File: src/core/asc_defines.vh
// timing constants and field widths for the static memory host controller
`ifndef ASC_DEFINES_VH
`define ASC_DEFINES_VH

// clock period in picoseconds (25 MHz)
`define ASC_CLK_PS        40000
// word address and data widths
`define ASC_ADDR_W        18
`define ASC_DATA_W        4
// documented times in picoseconds (fastest grade)
`define ASC_T_ACCESS_PS   10000
`define ASC_T_CW_PS       7000
`define ASC_T_AW_PS       7000
`define ASC_T_WP1_PS      10000
`define ASC_T_DW_PS       5000
`define ASC_T_HZ_PS       5000
`define ASC_T_OW_PS       3000
// least times round up to whole cycles, never below one
`define ASC_CYC_UP(t)     ((((t) + `ASC_CLK_PS - 1) / `ASC_CLK_PS) < 1 ? 1 : \
                           (((t) + `ASC_CLK_PS - 1) / `ASC_CLK_PS))
`define ASC_RD_CYC        `ASC_CYC_UP(`ASC_T_ACCESS_PS)
`define ASC_WP_CYC        `ASC_CYC_UP(`ASC_T_WP1_PS)
`define ASC_HZ_CYC        `ASC_CYC_UP(`ASC_T_HZ_PS)
`define ASC_OW_CYC        `ASC_CYC_UP(`ASC_T_OW_PS)
// counter width for the phase counter
`define ASC_CNT_W         4

`endif

File: src/core/asc_host.v
// host controller driving an asynchronous 256k x 4 static memory
`timescale 1ns/1ps
`default_nettype none
`include "asc_defines.vh"

module asc_host #(
   parameter ADDR_W = `ASC_ADDR_W,
   parameter DATA_W = `ASC_DATA_W
) (
   // clock and reset
   input  wire              mclk,
   input  wire              rst_n,
   // user request side
   input  wire              req_valid,
   input  wire              req_write,
   input  wire [ADDR_W-1:0] req_addr,
   input  wire [DATA_W-1:0] req_wdata,
   output reg               req_ready,
   output reg               rsp_valid,
   output reg  [DATA_W-1:0] rsp_rdata,
   // memory pins
   output reg  [ADDR_W-1:0] word_address,
   output reg               sel_n,
   output reg               wstrobe_n,
   output reg               oe_n,
   input  wire [DATA_W-1:0] shared_data_lines_in,
   output reg  [DATA_W-1:0] shared_data_lines_out,
   output reg               shared_data_lines_oe
);

   // ----------------------------------------------------------------
   // states and timing
   // ----------------------------------------------------------------
   localparam [5:0] ST_IDLE  = 6'h01;
   localparam [5:0] ST_RD    = 6'h02;
   localparam [5:0] ST_RDEND = 6'h04;
   localparam [5:0] ST_WR    = 6'h08;
   localparam [5:0] ST_WREND = 6'h10;
   localparam [5:0] ST_GAP   = 6'h20;

   // counts worked out as integers, then cut to the counter width on purpose
   localparam integer RD_CYC  = `ASC_RD_CYC;
   localparam integer WP_CYC  = `ASC_WP_CYC;
   localparam integer HZ_CYC  = `ASC_HZ_CYC;
   localparam integer OW_CYC  = `ASC_OW_CYC;
   // two extra cycles cover the synchroniser stages on read data
   localparam integer RD_WAIT = RD_CYC + 2;

   localparam [`ASC_CNT_W-1:0] RD_CNT = RD_WAIT[`ASC_CNT_W-1:0];
   localparam [`ASC_CNT_W-1:0] WP_CNT = WP_CYC[`ASC_CNT_W-1:0];
   localparam [`ASC_CNT_W-1:0] HZ_CNT = HZ_CYC[`ASC_CNT_W-1:0];
   localparam [`ASC_CNT_W-1:0] OW_CNT = OW_CYC[`ASC_CNT_W-1:0];
   localparam [`ASC_CNT_W-1:0] CNT_ONE = {{(`ASC_CNT_W-1){1'b0}}, 1'b1};

   reg [5:0]            state;
   reg [5:0]            next_state;
   reg [`ASC_CNT_W-1:0] cnt;
   reg [`ASC_CNT_W-1:0] next_cnt;
   reg                  next_req_ready;
   reg                  next_rsp_valid;
   reg [DATA_W-1:0]     next_rsp_rdata;
   reg [ADDR_W-1:0]     next_word_address;
   reg                  next_sel_n;
   reg                  next_wstrobe_n;
   reg                  next_oe_n;
   reg [DATA_W-1:0]     next_dout;
   reg                  next_dout_oe;
   wire                 cnt_last;
   wire                 take;
   // bus pins are asynchronous to mclk, so two flops before use
   reg [DATA_W-1:0]     din_meta;
   reg [DATA_W-1:0]     din_sync;

   // a request still showing ready is the one just taken, never a new one
   assign cnt_last = (cnt == CNT_ONE);
   assign take     = req_valid & ~req_ready;

   // ----------------------------------------------------------------
   // input synchroniser
   // ----------------------------------------------------------------
   always @(posedge mclk or negedge rst_n) begin
      if (!rst_n) begin
         din_meta <= {DATA_W{1'b0}};
         din_sync <= {DATA_W{1'b0}};
      end else begin
         din_meta <= shared_data_lines_in;
         din_sync <= din_meta;
      end
   end

   // ----------------------------------------------------------------
   // access sequencer, next values
   // ----------------------------------------------------------------
   always @* begin
      next_state        = state;
      next_cnt          = cnt;
      next_req_ready    = 1'b0;
      next_rsp_valid    = 1'b0;
      next_rsp_rdata    = rsp_rdata;
      next_word_address = word_address;
      next_sel_n        = sel_n;
      next_wstrobe_n    = wstrobe_n;
      next_oe_n         = oe_n;
      next_dout         = shared_data_lines_out;
      next_dout_oe      = shared_data_lines_oe;
      case (state)
         ST_IDLE: begin
            // deselected: strobe and enable held high while idle
            next_sel_n     = 1'b1;
            next_wstrobe_n = 1'b1;
            next_oe_n      = 1'b1;
            if (take) begin
               next_req_ready    = 1'b1;
               next_word_address = req_addr;
               next_sel_n        = 1'b0;
               if (req_write) begin
                  // strobe and select fall together, data set up now
                  next_wstrobe_n = 1'b0;
                  next_dout      = req_wdata;
                  next_dout_oe   = 1'b1;
                  next_cnt       = WP_CNT;
                  next_state     = ST_WR;
               end else begin
                  // bus released before enable falls, strobe stays high
                  next_dout_oe   = 1'b0;
                  next_wstrobe_n = 1'b1;
                  next_oe_n      = 1'b0;
                  next_cnt       = RD_CNT;
                  next_state     = ST_RD;
               end
            end
         end
         ST_RD: begin
            // wait access time plus the two synchroniser stages
            if (cnt_last) begin
               next_rsp_rdata = din_sync;
               next_rsp_valid = 1'b1;
               next_sel_n     = 1'b1;
               next_oe_n      = 1'b1;
               next_cnt       = HZ_CNT;
               next_state     = ST_RDEND;
            end else begin
               next_cnt = cnt - 1'b1;
            end
         end
         ST_RDEND: begin
            // device needs up to 5 ns to release before we may drive
            if (cnt_last) begin
               next_state = ST_IDLE;
            end else begin
               next_cnt = cnt - 1'b1;
            end
         end
         ST_WR: begin
            // pulse covers the 10 ns oe-low case too, one width for all
            if (cnt_last) begin
               next_wstrobe_n = 1'b1;
               next_sel_n     = 1'b1;
               next_state     = ST_WREND;
            end else begin
               next_cnt = cnt - 1'b1;
            end
         end
         ST_WREND: begin
            // data and address held one cycle past the write end
            next_dout_oe = 1'b0;
            next_cnt     = OW_CNT;
            next_state   = ST_GAP;
         end
         ST_GAP: begin
            if (cnt_last) begin
               next_state = ST_IDLE;
            end else begin
               next_cnt = cnt - 1'b1;
            end
         end
         default: begin
            next_state = ST_IDLE;
         end
      endcase
   end

   // ----------------------------------------------------------------
   // access sequencer, registers
   // ----------------------------------------------------------------
   // every pin comes straight from a flop so the memory sees no glitches
   always @(posedge mclk or negedge rst_n) begin
      if (!rst_n) begin
         state                 <= ST_IDLE;
         cnt                   <= {`ASC_CNT_W{1'b0}};
         req_ready             <= 1'b0;
         rsp_valid             <= 1'b0;
         rsp_rdata             <= {DATA_W{1'b0}};
         word_address          <= {ADDR_W{1'b0}};
         sel_n                 <= 1'b1;
         wstrobe_n             <= 1'b1;
         oe_n                  <= 1'b1;
         shared_data_lines_out <= {DATA_W{1'b0}};
         shared_data_lines_oe  <= 1'b0;
      end else begin
         state                 <= next_state;
         cnt                   <= next_cnt;
         req_ready             <= next_req_ready;
         rsp_valid             <= next_rsp_valid;
         rsp_rdata             <= next_rsp_rdata;
         word_address          <= next_word_address;
         sel_n                 <= next_sel_n;
         wstrobe_n             <= next_wstrobe_n;
         oe_n                  <= next_oe_n;
         shared_data_lines_out <= next_dout;
         shared_data_lines_oe  <= next_dout_oe;
      end
   end

endmodule // asc_host
`default_nettype wire

File: config.mk
export PLATFORM = sky130hd
export DESIGN_NAME = asc_host
export DESIGN_NICKNAME = d
export VERILOG_FILES = /design/src/core/asc_host.v
export VERILOG_INCLUDE_DIRS = /design/src /design/src/core
export SDC_FILE = /design/constraint.sdc
export NUM_CORES = 1
export LEC_CHECK = 0
export ABC_AREA = 1
export BUFFER_PORTS_ARGS = -buffer_cell sky130_fd_sc_hd__buf_2
export CAP_MARGIN = 20
export CORE_ASPECT_RATIO = 1.4
export CORE_UTILIZATION = 45
export CTS_CLUSTER_SIZE = 20
export DETAILED_ROUTE_END_ITERATION = 12
export GPL_TIMING_DRIVEN = 0
export PLACE_DENSITY = 0.78
export SYNTH_ARGS = -nofsm -noshare
export SYNTH_HDL_FRONTEND = slang
export SYNTH_SLANG_ARGS = --single-unit
File: constraint.sdc
create_clock -name mclk -period 1.8 [get_ports mclk]
set_input_delay 0.09 -clock mclk [delete_from_list [all_inputs] [get_ports mclk]]
set_output_delay 0.09 -clock mclk [all_outputs]
set_load 0.02 [all_outputs]
==> reports/summary.txt, run 1 <==
synthesized area per cell: 9.015 sq um
Final min period: 1568 ps
Root Driver: clkbuf_8
fin cells: 392
num ports: 62
share of cells above drive strength 1: 0.2970
max incr delay on CP: 440 ps
Routed WL: 4786 um
Die Y: 83.87 um
Syn Inst Count: 239
Clock Sinks: 50
Hold Crit Class: input pin to flip-flop
CP most frequent cell: nand2_1
R2R setup slack: 230 ps
Iteration-0 DRC Markers: 33
CTS max path bufs: 2
FF+latch area: 1256 sq um
clk slew on worst S/H paths: 90 ps
synth unique cells: 28
First-pass DRT Iterations: 4
CP Data Required Time: 2000 ps
Final setup viols: 0
Initial Util: 0.4713
Cells on Worst Hold Path: 3
Area growth, synth to finish: 34.32%
vias in the first global route: 1,894
PD cells: 1808 nW/um^2
die width: 60.48 um
Post-CTS Hold Buffers: 21
initial antenna violation count: 0
antenna cells: 0
Multi-input gate area: 782.0 sq um
Slowest-stage cell, CP: dfrtp_1
setup TNS: 0 ps
Final Max Slew Viols: 0
routed vias/inst: 4.724
Critical Path AT: 1770 ps
Worst setup SP type: flip-flop
Placed Area: 2532 sq um
CTS-repair resized insts: 0
Worst Skew: 11.67 ps
outcome: finished clean
pre-CTS WS: 244.2 ps
fin area: 2894 sq um
Port-buffer cells: 60
HPWL after detailed placement: 3168 um
vias post-DR: 1,852
Crit. End Element: flip-flop
DRC Markers: 0
Placer Congestion: 0.8891
Max-Cap Viols: 0
fin worst setup slack: 232.2 ps
DP Cell Count: 361
Crit Path Max Fanout: 9
worst reg2reg path depth: 6
largest net degree at the start of global routing: 51
CP cell instances: nor2_4 > nand4_4 > nor2_4 > nand2_1 > nand2_1 > nand2_1
die area: 5072 sq um
Max VDD drop: 1.070 mV
antenna-violating nets left: 0
Hold Vio Cnt, Final: 0
Nets: 361
H-tree levels: 2
syn_nets: 271
Routed WL per cell: 12.21 um
post-CTS setup buffers: 0
RSZ-0062 raised after global routing: no
CTS tree: yes
global-route usage over all layers: 0.2197
cts bufs inserted: 5
Setup CP Type: flip-flop to flip-flop
first-pass GRT wire length: 8245 um
worst rel slew slack: 0.6832
mapped cell area: 2155 sq um
fmax: 637.8 MHz
Power Total: 5.233 mW
final period utilization: 0.8710
Ys Warns: 0
Fillers: 391
sequential area share after synthesis: 0.5830
Tightest Pin Transition: 475.2 ps
row count: 29
Yosys reg bits: 50
Leak: 1.609 nW
GR Overflow Total: 0
Core Area: 4572 sq um
clk_lat worst skew: 310 ps
Yosys cell counts:
cell type    n  area (sq um)
dfrtp_1     46          1151
nand2_4      1         11.26
a21oi_1      1         5.000
buf_6        2         22.52
a21oi_2      1         8.760
xor2_1       1         8.760
o21ai_0      2         10.01
clkbuf_1     1         3.750
nor3_1       1         5.000
o21ai_1      1         5.000
nor2_4       4         45.04
nand2_1    106         397.9
nand2_2      2         12.51
o22ai_2      1         12.51
nor2_2       2         12.51
o21ai_2      1         8.760
nand4_4      1         21.27
o21bai_1     1         7.510
dfstp_2      4         105.1
nor3b_1      1         7.510
buf_4        2         15.01
inv_2        4         15.01
ha_1         2         25.02
nor2_1      16         60.06
nand3_2      3         30.03
inv_1       16         60.06
nand3_1     15         75.07
nand4_2      1         12.51
cells by family (layout without fill, tap and decap cells):
kind of cell / count (synthesis) / in the layout / share of synthesized area
simple gates: 153 / 153 / 0.3206
fa+ha+maj: 2 / 2 / 0.01161
compound gates: 8 / 8 / 0.02671
flops: 50 / 50 / 0.5830
buf+inv: 25 / 116 / 0.05400
xor+xnor: 1 / 1 / 0.004066
critical path, delay by kind of cell (launching register included):
family	cells	cell delay (ps)
simple gates	6	1010
flops	1	440
through the flow:
| step | hold slack [ps] | util |
|---|---|---|
| final | 6.556 | 0.6330 |
| after global routing | 6.648 | 0.6330 |
| after CTS | 4.133 | 0.6264 |
| after detailed placement | 199.8 | 0.5539 |
| after global placement | 198.6 | 0.5539 |
| after floorplan | -205.6 | - |
layout make-up:
class / count / area share
clock inverters: 2 / 0.01340
multi-input cells: 164 / 0.2702
clock buffers: 6 / 0.02853
inverters: 20 / 0.02594
repair buffers: 83 / 0.1868
well taps: 62 / 0.02680
plain buffers: 5 / 0.01427
flip-flops and latches: 50 / 0.4341
metal layers:
layer | vias to the layer above | part of all wire | global-route usage
li1 | 911 | - | -
met1 | 878 | 0.39 | 0.2634
met5 | - | 0 | 0
met3 | 14 | 0.033 | 0.04186
met4 | 0 | 0.033 | 0.1198
met2 | 49 | 0.54 | 0.3596
registers in the layout, summed over array words and instances, names as in the netlist:
| signal | flops |
|---|---|
| rsp_valid | 1 |
| wstrobe_n | 1 |
| shared_data_lines_oe | 1 |
| word_address | 18 |
| din_meta | 4 |
| oe_n | 1 |
| rsp_rdata | 4 |
| sel_n | 1 |
| din_sync | 4 |
| req_ready | 1 |
| shared_data_lines_out | 4 |
| state | 6 |
| cnt | 4 |
final timing paths:
| path | start | to |
|---|---|---|
| worst max-delay path | state[2] | shared_data_lines_out[2] |
| worst min-delay path | req_addr[16] | word_address[16] |
| worst max register to register | state[2] | shared_data_lines_out[2] |
| worst min register to register | din_meta[2] | din_sync[2] |
| max in group asynchronous | rst_n | sel_n |
| min in group asynchronous | rst_n | din_meta[1] |
report_power, final:
part,internal [mW],switching [mW]
logic,0.878,1.69
clock network,0.457,0.378
registers,1.57,0.257
total,2.91,2.33
placed cells by master (no fill, tap or decap), types with 2 or more instances in the layout:
| cell type | netlist | layout |
|---|---|---|
| nand2_1 | 106 | 106 |
| buf_2 | 0 | 60 |
| dfrtp_1 | 46 | 46 |
| dlygate4sd3_1 | 0 | 22 |
| inv_1 | 16 | 16 |
| nor2_1 | 16 | 16 |
| nand3_1 | 15 | 15 |
| clkbuf_8 | 0 | 6 |
| nor2_4 | 4 | 4 |
| inv_2 | 4 | 4 |
| dfstp_2 | 4 | 4 |
| nand3_2 | 3 | 3 |
| buf_4 | 2 | 2 |
| nor2_2 | 2 | 2 |
| o21ai_0 | 2 | 2 |
| nand2_2 | 2 | 2 |
| buf_6 | 2 | 2 |
| ha_1 | 2 | 2 |
No activity file was read; power rests on OpenSTA's default activity.
==> inputs of run 2 (changes only) <==
Clock period 1.8 ns to 1.6 ns, I/O delays scaled along.
==> reports/summary.txt, run 2 (synthesis gave the netlist of run 1 again) <==
outcome: finished clean
Multi-input gate area: 787.0 sq um (+0.64%)
Area growth, synth to finish: 35.77%
commonest non-fill, non-tap cells in the layout: nand2_1, buf_2, dfrtp_1
commonest non-fill, non-tap cell in the layout: nand2_1
clk_lat worst skew: 310 ps (about the same)
r2r endpoint: shared_data_lines_oe
FF+latch area: 1257 sq um (+0.10%)
clk slew on worst S/H paths: 90 ps (about the same)
Clock Sinks: 50 (unchanged)
Hold Crit Class: input pin to flip-flop
PD cells: 2037 nW/um^2 (+13%)
vias in the first global route: 1,921 (+1.4%)
Core Area: 4572 sq um (unchanged)
hold worst-path end: shared_data_lines_out[0]
HP Start: req_wdata[0]
Nets: 364 (+0.83%)
largest register by flop count: word_address
Final Max Slew Viols: 0 (unchanged)
Setup CP Type: flip-flop to flip-flop
global-route usage over all layers: 0.2188 (-0.0009485)
DRC Markers: 0 (unchanged)
CP Data Required Time: 1800 ps (-200 ps)
fin cells: 395 (+0.77%)
Crit Path Max Fanout: 10 (+1)
Crit. End Element: flip-flop
Routed WL: 4782 um (about the same)
cts bufs inserted: 5 (unchanged)
CTS tree: yes
First-pass DRT Iterations: 5 (+1)
Placer Congestion: 0.8891 (unchanged)
Util after Layout: 0.6398 (+0.006842)
routed vias/inst: 4.722 (about the same)
setup TNS: 0 ps (unchanged)
Max VDD drop: 1.236 mV (+16%)
Root Driver: clkbuf_8
Worst Skew: 10.52 ps (-1.157 ps)
first-pass GRT wire length: 8259 um (+0.17%)
Worst setup SP type: flip-flop
Final setup viols: 0 (unchanged)
Routed WL per cell: 12.11 um (-0.84%)
num ports: 62 (unchanged)
R2R setup slack: 80 ps (-150 ps)
RSZ-0062 raised after global routing: yes
die width: 60.48 um (unchanged)
Final min period: 1521 ps (-47.06 ps)
Cells on Worst Hold Path: 3 (unchanged)
Die Y: 83.87 um (unchanged)
RR Startpoint: state[2]
biggest regs: word_address (18), state (6)
worst reg2reg path depth: 7 (+1)
CTS max path bufs: 2 (unchanged)
Port-buffer cells: 60 (unchanged)
initial antenna violation count: 0 (unchanged)
die area: 5072 sq um (unchanged)
GR Overflow Total: 0 (unchanged)
max reg flops: 18 (unchanged)
fmax: 657.6 MHz (+3.1%)
largest net degree at the start of global routing: 51 (unchanged)
Fillers: 382 (-2.3%)
antenna cells: 0 (unchanged)
Hold Vio Cnt, Final: 0 (unchanged)
Iteration-0 DRC Markers: 29 (-12%)
worst rel slew slack: 0.6721 (-0.01114)
Max-Cap Viols: 0 (unchanged)
Tightest Pin Transition: 491.9 ps (+16.71 ps)
Initial Util: 0.4713 (unchanged)
row count: 29 (unchanged)
H-tree levels: 2 (unchanged)
final period utilization: 0.9505 (+0.07946)
antenna-violating nets left: 0 (unchanged)
DP Cell Count: 361 (unchanged)
HPWL after detailed placement: 3168 um (unchanged)
vias post-DR: 1,865 (+0.70%)
share of cells above drive strength 1: 0.3123 (+0.01534)
Critical Path AT: 1720 ps (-50 ps)
Leak: 1.621 nW (+0.77%)
-- run 2: cell type report --
class / instances / area share
flip-flops and latches: 50 / 0.4299
inverters: 20 / 0.02566
multi-input cells: 164 / 0.2690
clock buffers: 6 / 0.02823
well taps: 62 / 0.02652
clock inverters: 2 / 0.01326
repair buffers: 86 / 0.1933
plain buffers: 5 / 0.01411
-- run 2: how the worst max path moves through the flow --
stage          slack (ps)                  endpoint  cells after the start     start
2_1_floorplan         290      shared_data_lines_oe                      7  state[3]
3_3_place_gp           60  shared_data_lines_out[3]                      6  state[3]
3_5_place_dp           40  shared_data_lines_out[3]                      6  state[3]
4_1_cts                10  shared_data_lines_out[2]                      6  state[2]
5_1_grt               -20      shared_data_lines_oe                      7  state[2]
6_report               80      shared_data_lines_oe                      7  state[2]
-- run 2: what timing repair did --
action / 4_1_cts / 5_1_grt
setup buffers: 0 / 2
gates resized for setup: 0 / 4
setup endpoints to repair: 0 / 26
hold buffers: 23 / 0
endpoints found under the hold margin: 48 / 0
-- run 2: critical path: stages (launching register included) --
cell	delay (ps)
dfrtp_2	450
nor2_4	190
nand4_4	160
nor2_4	260
inv_2	70
buf_6	140
nand3_1	70
nand2_1	50
-- run 2: layer usage --
layer	routed length (um)	GRT usage	vias to the layer above
met5	0	0	-
met4	148	0.1198	0
met3	157	0.04186	13
met2	2581	0.3556	53
met1	1895	0.2645	880
li1	-	-	919
-- run 2: stage by stage --
step	cell area, sq um	worst slack, ps	total power, mW	hold WS (ps)
floorplan	2155	285.2	4.100	-215.6
global placement	2532	63.18	4.833	188.6
detailed placement	2532	44.21	4.907	189.8
CTS	2884	14.12	5.885	8.308
global route	2925	-16.19	6.430	24.30
finish	2925	79.23	5.958	5.052
-- run 2: power breakdown --
group	leakage (nW)	switching, mW	internal, mW
sequential	0.619	0.287	1.77
clock	0.0618	0.426	0.514
combinational	0.941	1.93	1.03
